==> src/include/mac_pkg.sv <==
package mac_pkg;

  ////////////////////////////////////////////////////////////////////////////
  // Widths and counts.
  localparam int ADDR_W        = 20;
  localparam int BANK_W        = 4;
  localparam int BANKS         = 16;
  localparam int MODE_W        = 18;
  localparam int TIMER_W       = 8;
  localparam int MAX_MULTIBANK = 4;

  ////////////////////////////////////////////////////////////////////////////
  // Commands on the pins and capture states.
  typedef enum logic [2:0] {
    MAC_NOP,
    MAC_READ,
    MAC_WRITE,
    MAC_REFRESH,
    MAC_MODESET
  } mac_cmd_t;

  typedef enum logic {
    MAC_ST_FIRST,
    MAC_ST_SECOND
  } mac_state_t;

  ////////////////////////////////////////////////////////////////////////////
  // Mode register fields.
  localparam int MODE0_MUX_BIT     = 9;
  localparam int MODE1_REFRESH_BIT = 8;
  localparam int MODE1_BL_LSB      = 3;
  localparam int MODE1_ODT_LSB     = 1;
  localparam logic [1:0] BL_TWO   = 2'h0;
  localparam logic [1:0] BL_FOUR  = 2'h1;
  localparam logic [1:0] BL_EIGHT = 2'h2;
  localparam logic [1:0] MR_SEL_ZERO = 2'h0;
  localparam logic [1:0] MR_SEL_ONE  = 2'h1;
  localparam logic [1:0] MR_SEL_TWO  = 2'h2;
  localparam logic [MODE_W-1:0] MR_RESET = 18'h0_0000;

  ////////////////////////////////////////////////////////////////////////////
  // Row cycle time, rounded up to whole 20 ns cycles.
  localparam int ROW_CYCLE_NS = 10;
  localparam int CLK_MHZ      = 50;
  localparam int TRC_CYC_INT  = (ROW_CYCLE_NS * CLK_MHZ + 999) / 1000;
  localparam logic [TIMER_W-1:0] TRC_RESET =
    (TRC_CYC_INT < 1) ? 8'h01 : TIMER_W'(TRC_CYC_INT);

  ////////////////////////////////////////////////////////////////////////////
  // APB register map.
  localparam logic [7:0] CTRL_OFS   = 8'h00;
  localparam logic [7:0] STATUS_OFS = 8'h04;
  localparam logic [7:0] MODE0_OFS  = 8'h08;
  localparam logic [7:0] MODE1_OFS  = 8'h0c;
  localparam logic [7:0] MODE2_OFS  = 8'h10;
  localparam logic [7:0] TRC_OFS    = 8'h14;
  localparam logic [7:0] ERR_OFS    = 8'h18;
  localparam int CTRL_WIDE_BIT      = 0;
  localparam int ST_MUX_BIT         = 0;
  localparam int ST_INIT_BIT        = 1;
  localparam int ST_ODT_BIT         = 2;
  localparam int ST_PEND_BIT        = 3;
  localparam int ERR_CONFLICT_BIT   = 0;
  localparam int ERR_MANYBANK_BIT   = 1;

endpackage

==> src/rtl/mac_addr_merge.sv <==
`timescale 1ns/1ps
module mac_addr_merge (
  // Two captured address parts.
  input  wire logic [19:0] first_part,
  input  wire logic [19:0] second_part,
  // Configuration.
  input  wire logic        wide_x36,
  input  wire logic [1:0]  burst_code,
  // Merged internal address.
  output logic      [19:0] full_addr
);

  logic longest;

  always_comb begin
    longest   = wide_x36 ? (burst_code == mac_pkg::BL_FOUR)
                         : (burst_code == mac_pkg::BL_EIGHT);
    full_addr = '0;
    full_addr[0]  = first_part[0];
    full_addr[3]  = first_part[3];
    full_addr[4]  = first_part[4];
    full_addr[5]  = first_part[5];
    full_addr[8]  = first_part[8];
    full_addr[9]  = first_part[9];
    full_addr[10] = first_part[10];
    full_addr[13] = first_part[13];
    full_addr[14] = first_part[14];
    full_addr[17] = first_part[17];
    full_addr[18] = longest ? 1'b0 : first_part[18];
    full_addr[1]  = second_part[3];
    full_addr[2]  = second_part[4];
    full_addr[6]  = second_part[8];
    full_addr[7]  = second_part[9];
    full_addr[11] = second_part[13];
    full_addr[12] = second_part[14];
    full_addr[16] = second_part[17];
    full_addr[15] = second_part[18];
    if (!wide_x36 && burst_code == mac_pkg::BL_TWO) begin
      full_addr[19] = second_part[10];
    end
  end

endmodule

==> src/rtl/mac_bank_timer.sv <==
`timescale 1ns/1ps
module mac_bank_timer (
  // Clock and reset.
  input  wire logic       clk,
  input  wire logic       rst_n,
  // Start of a row cycle.
  input  wire logic       load,
  input  wire logic [7:0] load_value,
  // Bank still inside its row cycle.
  output logic            busy
);

  logic [7:0] count_reg;

  always_ff @(posedge clk) begin
    if (!rst_n) begin
      count_reg <= 8'h00;
    end else if (load) begin
      count_reg <= load_value;
    end else if (count_reg != 8'h00) begin
      count_reg <= count_reg - 8'h01;
    end
  end

  assign busy = (count_reg != 8'h00);

endmodule

==> src/rtl/mac_capture.sv <==
// The APB slave port and the address map were chosen for this implementation.
`timescale 1ns/1ps
module mac_capture (
  // Clock and reset.
  input  wire logic                      clk,
  input  wire logic                      rst_n,
  // APB slave.
  input  wire logic [7:0]                paddr,
  input  wire logic                      psel,
  input  wire logic                      penable,
  input  wire logic                      pwrite,
  input  wire logic [31:0]               pwdata,
  output logic      [31:0]               prdata,
  output logic                           pready,
  output logic                           pslverr,
  // Command and address pins.
  input  wire logic                      cs_n,
  input  wire logic                      we_n,
  input  wire logic                      ref_n,
  input  wire logic [19:0]               addr_pins,
  input  wire logic [3:0]                bank_pins,
  // Executed command.
  output logic                           exec_valid,
  output mac_pkg::mac_cmd_t              exec_cmd,
  output logic      [19:0]               exec_addr,
  output logic      [3:0]                exec_bank,
  output logic      [15:0]               refresh_mask,
  output logic                           latency_start,
  output logic                           row_cycle_start,
  // Mode status.
  output logic                           mux_mode,
  output logic                           odt_enable,
  output logic      [1:0]                odt_value
);

  ////////////////////////////////////////////////////////////////////////////
  // State.
  mac_pkg::mac_state_t             state_reg;
  mac_pkg::mac_cmd_t               pend_cmd_reg;
  logic [19:0]                     pend_addr_reg;
  logic [3:0]                      pend_bank_reg;
  logic                            pend_skip_reg;
  logic [mac_pkg::MODE_W-1:0]      mode0_reg;
  logic [mac_pkg::MODE_W-1:0]      mode1_reg;
  logic [mac_pkg::MODE_W-1:0]      mode2_reg;
  logic                            init_done_reg;
  logic                            wide_reg;
  logic [7:0]                      trc_reg;
  logic [1:0]                      err_reg;
  logic [31:0]                     prdata_reg;
  logic                            pready_reg;
  logic                            pslverr_reg;
  logic                            exec_valid_reg;
  mac_pkg::mac_cmd_t               exec_cmd_reg;
  logic [19:0]                     exec_addr_reg;
  logic [3:0]                      exec_bank_reg;
  logic [15:0]                     refresh_mask_reg;
  logic                            latency_start_reg;
  logic                            row_cycle_start_reg;
  logic                            odt_enable_reg;
  logic [1:0]                      odt_value_reg;

  ////////////////////////////////////////////////////////////////////////////
  // Pin decode and execution select.
  mac_pkg::mac_cmd_t pin_cmd;
  logic              mux_now;
  logic              multibank;
  logic              take_new;
  logic              new_valid;
  logic              exec_now;
  mac_pkg::mac_cmd_t exec_cmd_c;
  logic [19:0]       exec_addr_c;
  logic [3:0]        exec_bank_c;
  logic [19:0]       merged_addr;
  logic [15:0]       target_mask;
  logic              too_many;
  logic [15:0]       busy_vec;
  logic              load_ok;
  logic [7:0]        trc_load;

  always_comb begin
    case ({cs_n, ref_n, we_n})
      3'b000:  pin_cmd = mac_pkg::MAC_MODESET;
      3'b011:  pin_cmd = mac_pkg::MAC_READ;
      3'b010:  pin_cmd = mac_pkg::MAC_WRITE;
      3'b001:  pin_cmd = mac_pkg::MAC_REFRESH;
      default: pin_cmd = mac_pkg::MAC_NOP;
    endcase
  end

  assign mux_now   = mode0_reg[mac_pkg::MODE0_MUX_BIT];
  assign multibank = mode1_reg[mac_pkg::MODE1_REFRESH_BIT];

  // A bank-selected refresh leaves the next edge free for a new command.
  assign take_new  = (state_reg == mac_pkg::MAC_ST_FIRST) || pend_skip_reg;
  assign new_valid = take_new && (pin_cmd != mac_pkg::MAC_NOP);

  mac_addr_merge u_merge (
    .first_part  (pend_addr_reg),
    .second_part (addr_pins),
    .wide_x36    (wide_reg),
    .burst_code  (mode1_reg[mac_pkg::MODE1_BL_LSB +: 2]),
    .full_addr   (merged_addr)
  );

  always_comb begin
    exec_now    = 1'b0;
    exec_cmd_c  = mac_pkg::MAC_NOP;
    exec_addr_c = '0;
    exec_bank_c = '0;
    if (state_reg == mac_pkg::MAC_ST_SECOND) begin
      exec_now    = 1'b1;
      exec_cmd_c  = pend_cmd_reg;
      exec_addr_c = merged_addr;
      exec_bank_c = pend_bank_reg;
    end else if (!mux_now && new_valid) begin
      exec_now    = 1'b1;
      exec_cmd_c  = pin_cmd;
      exec_addr_c = addr_pins;
      exec_bank_c = bank_pins;
    end
  end

  // Refresh targets come from one ball set only, by protocol.
  always_comb begin
    target_mask = 16'h0000;
    if (exec_cmd_c == mac_pkg::MAC_REFRESH && multibank) begin
      target_mask = exec_addr_c[15:0];
    end else if (exec_cmd_c != mac_pkg::MAC_MODESET && exec_cmd_c != mac_pkg::MAC_NOP) begin
      target_mask = 16'h0001 << exec_bank_c;
    end
  end

  assign too_many = ($countones(target_mask) > mac_pkg::MAX_MULTIBANK);
  assign load_ok  = exec_now && !too_many;

  // The first-part edge was one cycle earlier in two-part mode.
  assign trc_load = (state_reg == mac_pkg::MAC_ST_SECOND && trc_reg > 8'h01)
                    ? trc_reg - 8'h01 : trc_reg;

  ////////////////////////////////////////////////////////////////////////////
  // Per-bank row cycle timers.
  genvar gi;
  generate
    for (gi = 0; gi < mac_pkg::BANKS; gi = gi + 1) begin : g_bank
      mac_bank_timer u_timer (
        .clk        (clk),
        .rst_n      (rst_n),
        .load       (load_ok && target_mask[gi]),
        .load_value (trc_load),
        .busy       (busy_vec[gi])
      );
    end
  endgenerate

  ////////////////////////////////////////////////////////////////////////////
  // Two-part capture.
  always_ff @(posedge clk) begin
    if (!rst_n) begin
      state_reg     <= mac_pkg::MAC_ST_FIRST;
      pend_cmd_reg  <= mac_pkg::MAC_NOP;
      pend_addr_reg <= '0;
      pend_bank_reg <= '0;
      pend_skip_reg <= 1'b0;
    end else if (mux_now && new_valid) begin
      state_reg     <= mac_pkg::MAC_ST_SECOND;
      pend_cmd_reg  <= pin_cmd;
      pend_addr_reg <= addr_pins;
      pend_bank_reg <= bank_pins;
      pend_skip_reg <= (pin_cmd == mac_pkg::MAC_REFRESH) && !multibank;
    end else begin
      state_reg     <= mac_pkg::MAC_ST_FIRST;
      pend_skip_reg <= 1'b0;
    end
  end

  ////////////////////////////////////////////////////////////////////////////
  // Mode registers.
  always_ff @(posedge clk) begin
    if (!rst_n) begin
      mode0_reg     <= mac_pkg::MR_RESET;
      mode1_reg     <= mac_pkg::MR_RESET;
      mode2_reg     <= mac_pkg::MR_RESET;
      init_done_reg <= 1'b0;
    end else if (exec_now && exec_cmd_c == mac_pkg::MAC_MODESET) begin
      case (exec_bank_c[1:0])
        mac_pkg::MR_SEL_ZERO: mode0_reg <= exec_addr_c[mac_pkg::MODE_W-1:0];
        mac_pkg::MR_SEL_ONE:  mode1_reg <= exec_addr_c[mac_pkg::MODE_W-1:0];
        mac_pkg::MR_SEL_TWO: begin
          mode2_reg     <= exec_addr_c[mac_pkg::MODE_W-1:0];
          init_done_reg <= 1'b1;
        end
        default: mode2_reg <= mode2_reg;
      endcase
    end
  end

  ////////////////////////////////////////////////////////////////////////////
  // Execution outputs.
  always_ff @(posedge clk) begin
    if (!rst_n) begin
      exec_valid_reg      <= 1'b0;
      exec_cmd_reg        <= mac_pkg::MAC_NOP;
      exec_addr_reg       <= '0;
      exec_bank_reg       <= '0;
      refresh_mask_reg    <= '0;
      latency_start_reg   <= 1'b0;
      row_cycle_start_reg <= 1'b0;
    end else begin
      exec_valid_reg      <= load_ok;
      exec_cmd_reg        <= exec_cmd_c;
      exec_addr_reg       <= exec_addr_c;
      exec_bank_reg       <= exec_bank_c;
      refresh_mask_reg    <= (exec_cmd_c == mac_pkg::MAC_REFRESH && load_ok) ? target_mask
                                                                             : 16'h0000;
      latency_start_reg   <= exec_now && (exec_cmd_c == mac_pkg::MAC_READ ||
                                          exec_cmd_c == mac_pkg::MAC_WRITE);
      row_cycle_start_reg <= new_valid && (pin_cmd != mac_pkg::MAC_MODESET);
    end
  end

  always_ff @(posedge clk) begin
    if (!rst_n) begin
      odt_enable_reg <= 1'b0;
      odt_value_reg  <= 2'h0;
    end else begin
      odt_value_reg  <= mode1_reg[mac_pkg::MODE1_ODT_LSB +: 2];
      odt_enable_reg <= init_done_reg && (mode1_reg[mac_pkg::MODE1_ODT_LSB +: 2] != 2'h0);
    end
  end

  ////////////////////////////////////////////////////////////////////////////
  // APB slave: registered answer, one access cycle, no wait states.
  logic        wr_en;
  logic [31:0] rd_value;
  logic        rd_hit;
  logic [1:0]  err_set;

  assign wr_en = psel && penable && pready_reg && pwrite;

  always_comb begin
    rd_hit   = 1'b1;
    rd_value = 32'h0000_0000;
    case (paddr)
      mac_pkg::CTRL_OFS:   rd_value[mac_pkg::CTRL_WIDE_BIT] = wide_reg;
      mac_pkg::STATUS_OFS: begin
        rd_value[mac_pkg::ST_MUX_BIT]  = mux_now;
        rd_value[mac_pkg::ST_INIT_BIT] = init_done_reg;
        rd_value[mac_pkg::ST_ODT_BIT]  = odt_enable_reg;
        rd_value[mac_pkg::ST_PEND_BIT] = (state_reg == mac_pkg::MAC_ST_SECOND);
      end
      mac_pkg::MODE0_OFS:  rd_value[mac_pkg::MODE_W-1:0] = mode0_reg;
      mac_pkg::MODE1_OFS:  rd_value[mac_pkg::MODE_W-1:0] = mode1_reg;
      mac_pkg::MODE2_OFS:  rd_value[mac_pkg::MODE_W-1:0] = mode2_reg;
      mac_pkg::TRC_OFS:    rd_value[7:0] = trc_reg;
      mac_pkg::ERR_OFS:    rd_value[1:0] = err_reg;
      default:             rd_hit = 1'b0;
    endcase
  end

  always_ff @(posedge clk) begin
    if (!rst_n) begin
      prdata_reg  <= 32'h0000_0000;
      pready_reg  <= 1'b0;
      pslverr_reg <= 1'b0;
    end else begin
      pready_reg  <= psel && !penable;
      pslverr_reg <= psel && !penable && !rd_hit;
      prdata_reg  <= (psel && !penable && !pwrite) ? rd_value : 32'h0000_0000;
    end
  end

  always_ff @(posedge clk) begin
    if (!rst_n) begin
      wide_reg <= 1'b0;
      trc_reg  <= mac_pkg::TRC_RESET;
    end else if (wr_en && paddr == mac_pkg::CTRL_OFS) begin
      wide_reg <= pwdata[mac_pkg::CTRL_WIDE_BIT];
    end else if (wr_en && paddr == mac_pkg::TRC_OFS) begin
      // Zero would disable the conflict check altogether, so it is held at one.
      trc_reg  <= (pwdata[7:0] == 8'h00) ? 8'h01 : pwdata[7:0];
    end
  end

  // A new event in the clearing cycle survives the clear.
  assign err_set[mac_pkg::ERR_CONFLICT_BIT] = exec_now && |(busy_vec & target_mask);
  assign err_set[mac_pkg::ERR_MANYBANK_BIT] = exec_now && too_many;

  always_ff @(posedge clk) begin
    if (!rst_n) begin
      err_reg <= 2'h0;
    end else if (wr_en && paddr == mac_pkg::ERR_OFS) begin
      err_reg <= (err_reg & ~pwdata[1:0]) | err_set;
    end else begin
      err_reg <= err_reg | err_set;
    end
  end

  ////////////////////////////////////////////////////////////////////////////
  // Outputs.
  assign prdata          = prdata_reg;
  assign pready          = pready_reg;
  assign pslverr         = pslverr_reg;
  assign exec_valid      = exec_valid_reg;
  assign exec_cmd        = exec_cmd_reg;
  assign exec_addr       = exec_addr_reg;
  assign exec_bank       = exec_bank_reg;
  assign refresh_mask    = refresh_mask_reg;
  assign latency_start   = latency_start_reg;
  assign row_cycle_start = row_cycle_start_reg;
  assign mux_mode        = mode0_reg[mac_pkg::MODE0_MUX_BIT];
  assign odt_enable      = odt_enable_reg;
  assign odt_value       = odt_value_reg;

endmodule

==> config.mk <==
export PLATFORM = sky130hd
export DESIGN_NAME = mac_capture
export DESIGN_NICKNAME = d
export VERILOG_FILES = /design/src/include/mac_pkg.sv /design/src/rtl/mac_addr_merge.sv /design/src/rtl/mac_bank_timer.sv /design/src/rtl/mac_capture.sv
export SDC_FILE = /design/constraint.sdc
export NUM_CORES = 1
export LEC_CHECK = 0
export BUFFER_PORTS_ARGS = -buffer_cell sky130_fd_sc_hd__buf_2
export CORE_MARGIN = 2
export CORE_UTILIZATION = 45
export CTS_CLUSTER_SIZE = 20
export DETAILED_ROUTE_END_ITERATION = 8
export GPL_TIMING_DRIVEN = 0
export SETUP_SLACK_MARGIN = 0.05
export SKIP_LAST_GASP = 1
export SYNTH_ARGS = -nofsm -noshare
export SYNTH_HDL_FRONTEND = slang
export SYNTH_SLANG_ARGS = --single-unit
export TNS_END_PERCENT = 30
==> constraint.sdc <==
create_clock -name clk -period 16.6 [get_ports clk]
set_clock_uncertainty 0.15 [all_clocks]
set_input_delay 4.98 -clock clk [delete_from_list [all_inputs] [get_ports clk]]
set_output_delay 4.98 -clock clk [all_outputs]
set_load 0.005 [all_outputs]
== Yosys cells after proc, flatten, opt, wreduce, memory -nomap -nowiden ==
Cells that the tools add are included.
Word-level totals
  input bits: 72
  bits in registers: 305
  output and inout port bits: 84
Cells by class
  equality and inequality tests: 20
  bitwise gates (word level): 7
  magnitude comparators: 2
  reductions and logical operators: 99
  add/sub/neg operators: 32
  muxes and demuxes: 56
  shift-type cells: 1
Operator list (number)
  8-bit two-way mux: 34
  8-bit by 1-bit subtractor with 8-bit output (second input constant): 17
  8-bit nonzero test: 16
  1-bit logical AND: 41
  20-bit two-way mux: 2
  2-bit nonzero test: 17
  16-bit two-way mux: 2
  10-bit case mux with 3 select lines: 1
  8-bit by 5-bit equality test with 1-bit output (second input constant): 3
  1-bit by 1-bit adder with 2-bit output: 8
  16-bit AND: 1
  8-bit by 4-bit equality test with 1-bit output (second input constant): 2
  8-bit logical NOT: 2
  4-bit case mux with 4 select lines: 1
  16-bit OR reduction: 1
  1-bit by 4-bit << shifter with 16-bit output (first input constant): 1
  3-bit by 2-bit equality test with 1-bit output (second input constant): 5
  2-bit AND reduction: 7
  2-bit by 2-bit adder with 3-bit output: 4
  3-bit case mux with 4 select lines: 1
  2-bit case mux with 5 select lines: 1
  3-bit by 3-bit adder with 4-bit output: 2
  8-bit by 3-bit equality test with 1-bit output (second input constant): 1
  8-bit by 1-bit greater-than comparator with 1-bit output (second input constant): 1
  23 further kinds: 46

== Depth between registers and ports, before layout ==
  depth in word-level cells: 20
  gate-level depth with buffers: 27
  gate-level depth less buffers: 21

== By module ==
Synthesis repeated with hierarchy kept, for this count alone.
Unflattened totals
  cells, all modules: 1722
  area total of the unflattened synthesis: 15332.2 um^2
By module, submodules not included
  mac_bank_timer: instances 16, area each 480.5 um^2, cells each 54
  mac_capture: instances 1, area each 7479.7 um^2, cells each 836
  mac_addr_merge: instances 1, area each 165.2 um^2, cells each 22

== Least setup slack after synthesis ==
Ideal clock, no wire load.
  kind: input port to flip-flop
  from: in cs_n
  to: reg refresh_mask_reg[7], in the netlist refresh_mask[7]
  stages: 24
  data arrival time: 10838 ps
  data required time: 16383 ps
  path slack: 5545 ps
  path buffers: 6
  library setup time: 67 ps
  cell sequence: buf_2 or2_4 buf_6 o41a_4 a311oi_4 buf_6 a32oi_2 fa_1 fa_1 fa_1 fa_1 inv_1 ha_1 inv_1 fa_1 xnor2_1 a21oi_1 o21ai_1 nor2_1 clkbuf_2 clkbuf_1 nand4_1 clkbuf_1 nor2_1
Between the ends
  longest elaborated chain between the ends: 20
Ends and longest elaborated chain
  start: declaration: line mac_capture.sv:17  | input wire logic cs_n,
  3-bit by 1-bit equality test with 1-bit output (tied with other cells): line mac_capture.sv:82  | case ({cs_n, ref_n, we_n})
  3-bit case mux with 4 select lines (*): line mac_capture.sv:82
  3-bit nonzero test: line mac_capture.sv:96  | assign new_valid = take_new && (pin_cmd != mac_pkg::MAC_NOP);
  1-bit logical AND: line mac_capture.sv:96
  1-bit logical AND: line mac_capture.sv:116  | end else if (!mux_now && new_valid) begin
  3-bit two-way mux: line mac_capture.sv:116
  3-bit two-way mux: line mac_capture.sv:111  | if (state_reg == mac_pkg::MAC_ST_SECOND) begin
  3-bit != test / 3-bit nonzero test (equally long branches): line mac_capture.sv:129  | end else if (exec_cmd_c != mac_pkg::MAC_MODESET && exec_cmd_c != mac_pkg::MAC_NOP) begin
  [... 4 more ...]
  2-bit by 2-bit adder with 3-bit output (not written as such): line mac_capture.sv:134  | assign too_many = ($countones(target_mask) > mac_pkg::MAX_MULTIBANK);
  3-bit by 3-bit adder with 4-bit output (not written as such): line mac_capture.sv:134
  4-bit by 4-bit adder with 5-bit output (not written as such): line mac_capture.sv:134
  5-bit by 3-bit greater-than comparator with 1-bit output: line mac_capture.sv:134
  1-bit logical NOT: line mac_capture.sv:135  | assign load_ok = exec_now && !too_many;
  1-bit logical AND: line mac_capture.sv:135
  1-bit logical AND: line mac_capture.sv:214  | refresh_mask_reg <= (exec_cmd_c == mac_pkg::MAC_REFRESH && load_ok) ? target_mask
  2-bit AND reduction (no source line)
  end signal: assignment: line mac_capture.sv:214
  end: declaration: line mac_capture.sv:57  | logic [15:0] refresh_mask_reg;
Mark *: on every way between the ends. The rest lies on a longest branch, timed or not.
A chain may end at the register's enable or synchronous reset.

== Worst setup path after layout ==
  from: in cs_n
  to: reg refresh_mask_reg[8], in the netlist refresh_mask[8]
The elaborated chain is that of the path after synthesis.

==> results_dict.tcl <==
set metrics [dict create \
    yosysMostFrequentCell "dfxtp_1" \
    critical_path.max_fanout 10 \
    drt_pass1_iterations 5 \
    rsz0062_at_grt "false" \
    yosys-top-cells-count "dfxtp_1 (283), nor2_1 (257), nand2_1 (179)" \
    drive_gt1_share_pct 15.2 \
    die_x_um 184 \
    clkLatencyLatePin_ns 0.59 \
    io-pin-count 156 \
    cts.htree.levels 1 \
    hpwlAfterDp_mm 33.2 \
    ant_nets 0 \
    async_flop_share_pct 0 \
    grt_usage_pct 27.0 \
    grt_pass1_vias 12300 \
    period_needed_ns 12.42 \
    rows 65 \
    required_ns 16.95 \
    yosys_register_bits 283 \
    outcome "finished clean" \
    syn_area_sq_um 14500 \
    path_clk_slew_ns 0.06 \
    vias 13100 \
    ys.flop_type "dfxtp_1" \
    finalSetupViolations 0 \
    cts_tree "built" \
    fillCellCount 3071 \
    p_per_area_nw_per_um2 165 \
    crit_path_start_kind "input pin" \
    ff2ff_path_depth 26 \
    ys_types 95 \
    p_leak_uw 0.00690 \
    met2_length_mm 20.8 \
    drc 0 \
    cp_data_arrival_time_ns 12.76 \
    syn2layout_area_growth_pct 15.6 \
    whs_path_depth 2 \
    maxCapViolCount 0 \
    syn_avg_cell_area_sq_um 8.44 \
    syn_inst 1721 \
    postCtsSetupBuffers 0 \
    via_per_inst 5.65 \
    drt_iter0_markers 1014 \
    hold-path-endpoint "pend_addr_reg[9]" \
    path_class "in -> reg" \
    numCtsBuffers 31 \
    final_nets 2002 \
    core_sq_um 31600 \
    final_cells 2310 \
    worst_pin_slew_ns 1.39 \
    dp_cells 2251 \
    post-route-period-util_pct 74.8 \
    drv_slew 0 \
    wl_met3_mm 2.87 \
    grt_max_degree 17 \
    start_util_pct 45.9 \
    ys_seq_area_share_pct 39.0 \
    synthTopCellsByArea "dfxtp_1 (39%), nor2_1 (6.6%), nand2_1 (4.6%)" \
    synth_largest_area_cell "dfxtp_1" \
    hold_buffers 0 \
    finalSetupTns_ns 0 \
    grt_pass1_wl_mm 70.6 \
    cp-end-kind "flip-flop" \
    reg2reg_slack_ns 8.13 \
    final_util_pct 53.1 \
    routed.top_layer "met4" \
    hold_violations 0 \
    clock_path_buffers 3 \
    largest_register_ffs 128 \
    ys.warnings.count 0 \
    hold_path_class "reg -> reg" \
    wl_met1_mm 20.5 \
    cts-root-buf "clkbuf_16" \
    grt_antenna_before_repair 0 \
    wl_per_cell_um 20.0 \
    placed_cell_area_sq_um 15700 \
    post-synth-top-area-fraction_pct 39.0 \
    overflow 0 \
    cts_resized 0 \
    worstHoldStart "pend_addr_reg[9]" \
    gp_congestion 0.907 \
    chipHeight_um 184 \
    clkSinkCount 283 \
    die-area_sq_um 33700 \
    max_freq_mhz 80.5 \
    r2r-end "refresh_mask[8]" \
    wl_mm 46.2 \
    max-vdd-ir-drop_v 0.000103 \
    p_total_uw 2770 \
    reg2reg_from "state_reg" \
    final_cell_area_sq_um 16800 \
    portBuffers 115 \
    synth_edf_count 0 \
    max_slew_margin_pct 6.76 \
]
final cells by class:
cell class / instances / area, sq um / share of cell area [%]
Inverter: 65 / 244 / 1.45
Antenna cell: 1 / 2.50 / 0.0149
Clock buffer: 40 / 870 / 5.18
Tap cell: 402 / 503 / 3.00
Sequential cell: 283 / 5670 / 33.8
Clock inverter: 18 / 243 / 1.45
Timing Repair Buffer: 115 / 576 / 3.43
Multi-Input combinational cell: 1274 / 8140 / 48.5
Buffer: 112 / 544 / 3.24
worst max path at each step:
| stage | startpoint | to | slack [ns] | cells after the start |
|---|---|---|---|---|
| 6_report | cs_n | refresh_mask[8] | 4.18 | 23 |
| 4_1_cts | cs_n | refresh_mask[8] | 4.27 | 23 |
| 3_5_place_dp | cs_n | refresh_mask[8] | 3.69 | 23 |
| 3_3_place_gp | cs_n | refresh_mask[3] | 3.76 | 23 |
| 2_1_floorplan | cs_n | refresh_mask[7] | 5.55 | 24 |
| 5_1_grt | cs_n | refresh_mask[6] | 3.84 | 23 |
worst max-delay path, cell delays in order:
cell	delay, ns
buf_2	0.10
buf_2	0.25
nor3_2	0.14
a22oi_1	0.71
nor2_1	0.26
a32oi_1	0.72
fa_1	0.57
fa_1	0.51
fa_1	0.55
fa_1	0.41
inv_1	0.07
ha_1	0.16
inv_1	0.05
fa_1	0.39
xnor2_1	0.14
a21oi_1	0.13
o21ai_1	0.16
nor2_1	0.43
clkbuf_2	0.44
clkbuf_1	0.60
nand4_1	0.40
clkbuf_1	0.36
nor2_1	0.22
through the flow:
| step | setup slack, ns | hold WS [ns] |
|---|---|---|
| global placement | 3.76 | 0.294 |
| global route | 3.84 | 0.332 |
| finish | 4.18 | 0.310 |
| floorplan | 5.55 | 0.282 |
| detailed placement | 3.69 | 0.301 |
| CTS | 4.27 | 0.309 |
power by group:
| part | switching (uW) | internal [uW] | total (uW) | leakage (uW) |
|---|---|---|---|---|
| Sequential | 122 | 820 | 942 | 0.00231 |
| Clock | 301 | 449 | 749 | 0.000549 |
| Combinational | 582 | 494 | 1080 | 0.00404 |
| Total | 1000 | 1760 | 2770 | 0.00690 |
placed cells by master (no fill, tap or decap), drive strengths merged, types with 5 or more instances in the layout:
master	Yosys	routed
nor2	261	261
o211ai	13	13
a211oi	77	77
buf	47	162
xor2	39	39
nand3	45	45
nor3	62	62
clkbuf	65	105
mux2	24	24
nor2b	8	8
or2	11	11
and2	7	7
nor3b	11	11
xnor2	59	59
dfxtp	283	283
or3	29	29
a32oi	9	9
nand2	180	180
o21a	21	21
o22ai	6	6
mux2i	40	40
clkinv	0	10
o21ai	31	31
bufinv	0	5
or4	14	14
fa	10	10
conb	1	14
a21oi	116	116
nand2b	31	31
nor4	9	9
nor4b	11	11
ha	38	38
o311ai	5	5
and3	11	11
a22oi	23	23
inv	65	66
metal layers:
metal | vias to the layer above | global-route usage [%]
met2 | 463 | 43.6
met1 | 6214 | 35.9
met4 | 0 | 11.7
met5 | - | 0
met3 | 104 | 4.08
li1 | 6278 | -
logic make-up after synthesis:
kind of cell / Yosys count / synth area share (%)
other: 1 / 0.0258
AO/OA/AOI/OAI: 343 / 17.1
multiplexers: 64 / 4.64
flip-flops: 283 / 39.0
buffers and inverters: 177 / 5.43
XOR/XNOR: 98 / 5.91
adder cells (fa/ha/maj): 48 / 4.65
AND/OR/NAND/NOR: 707 / 23.3
(Power assumes the default switching activity.)
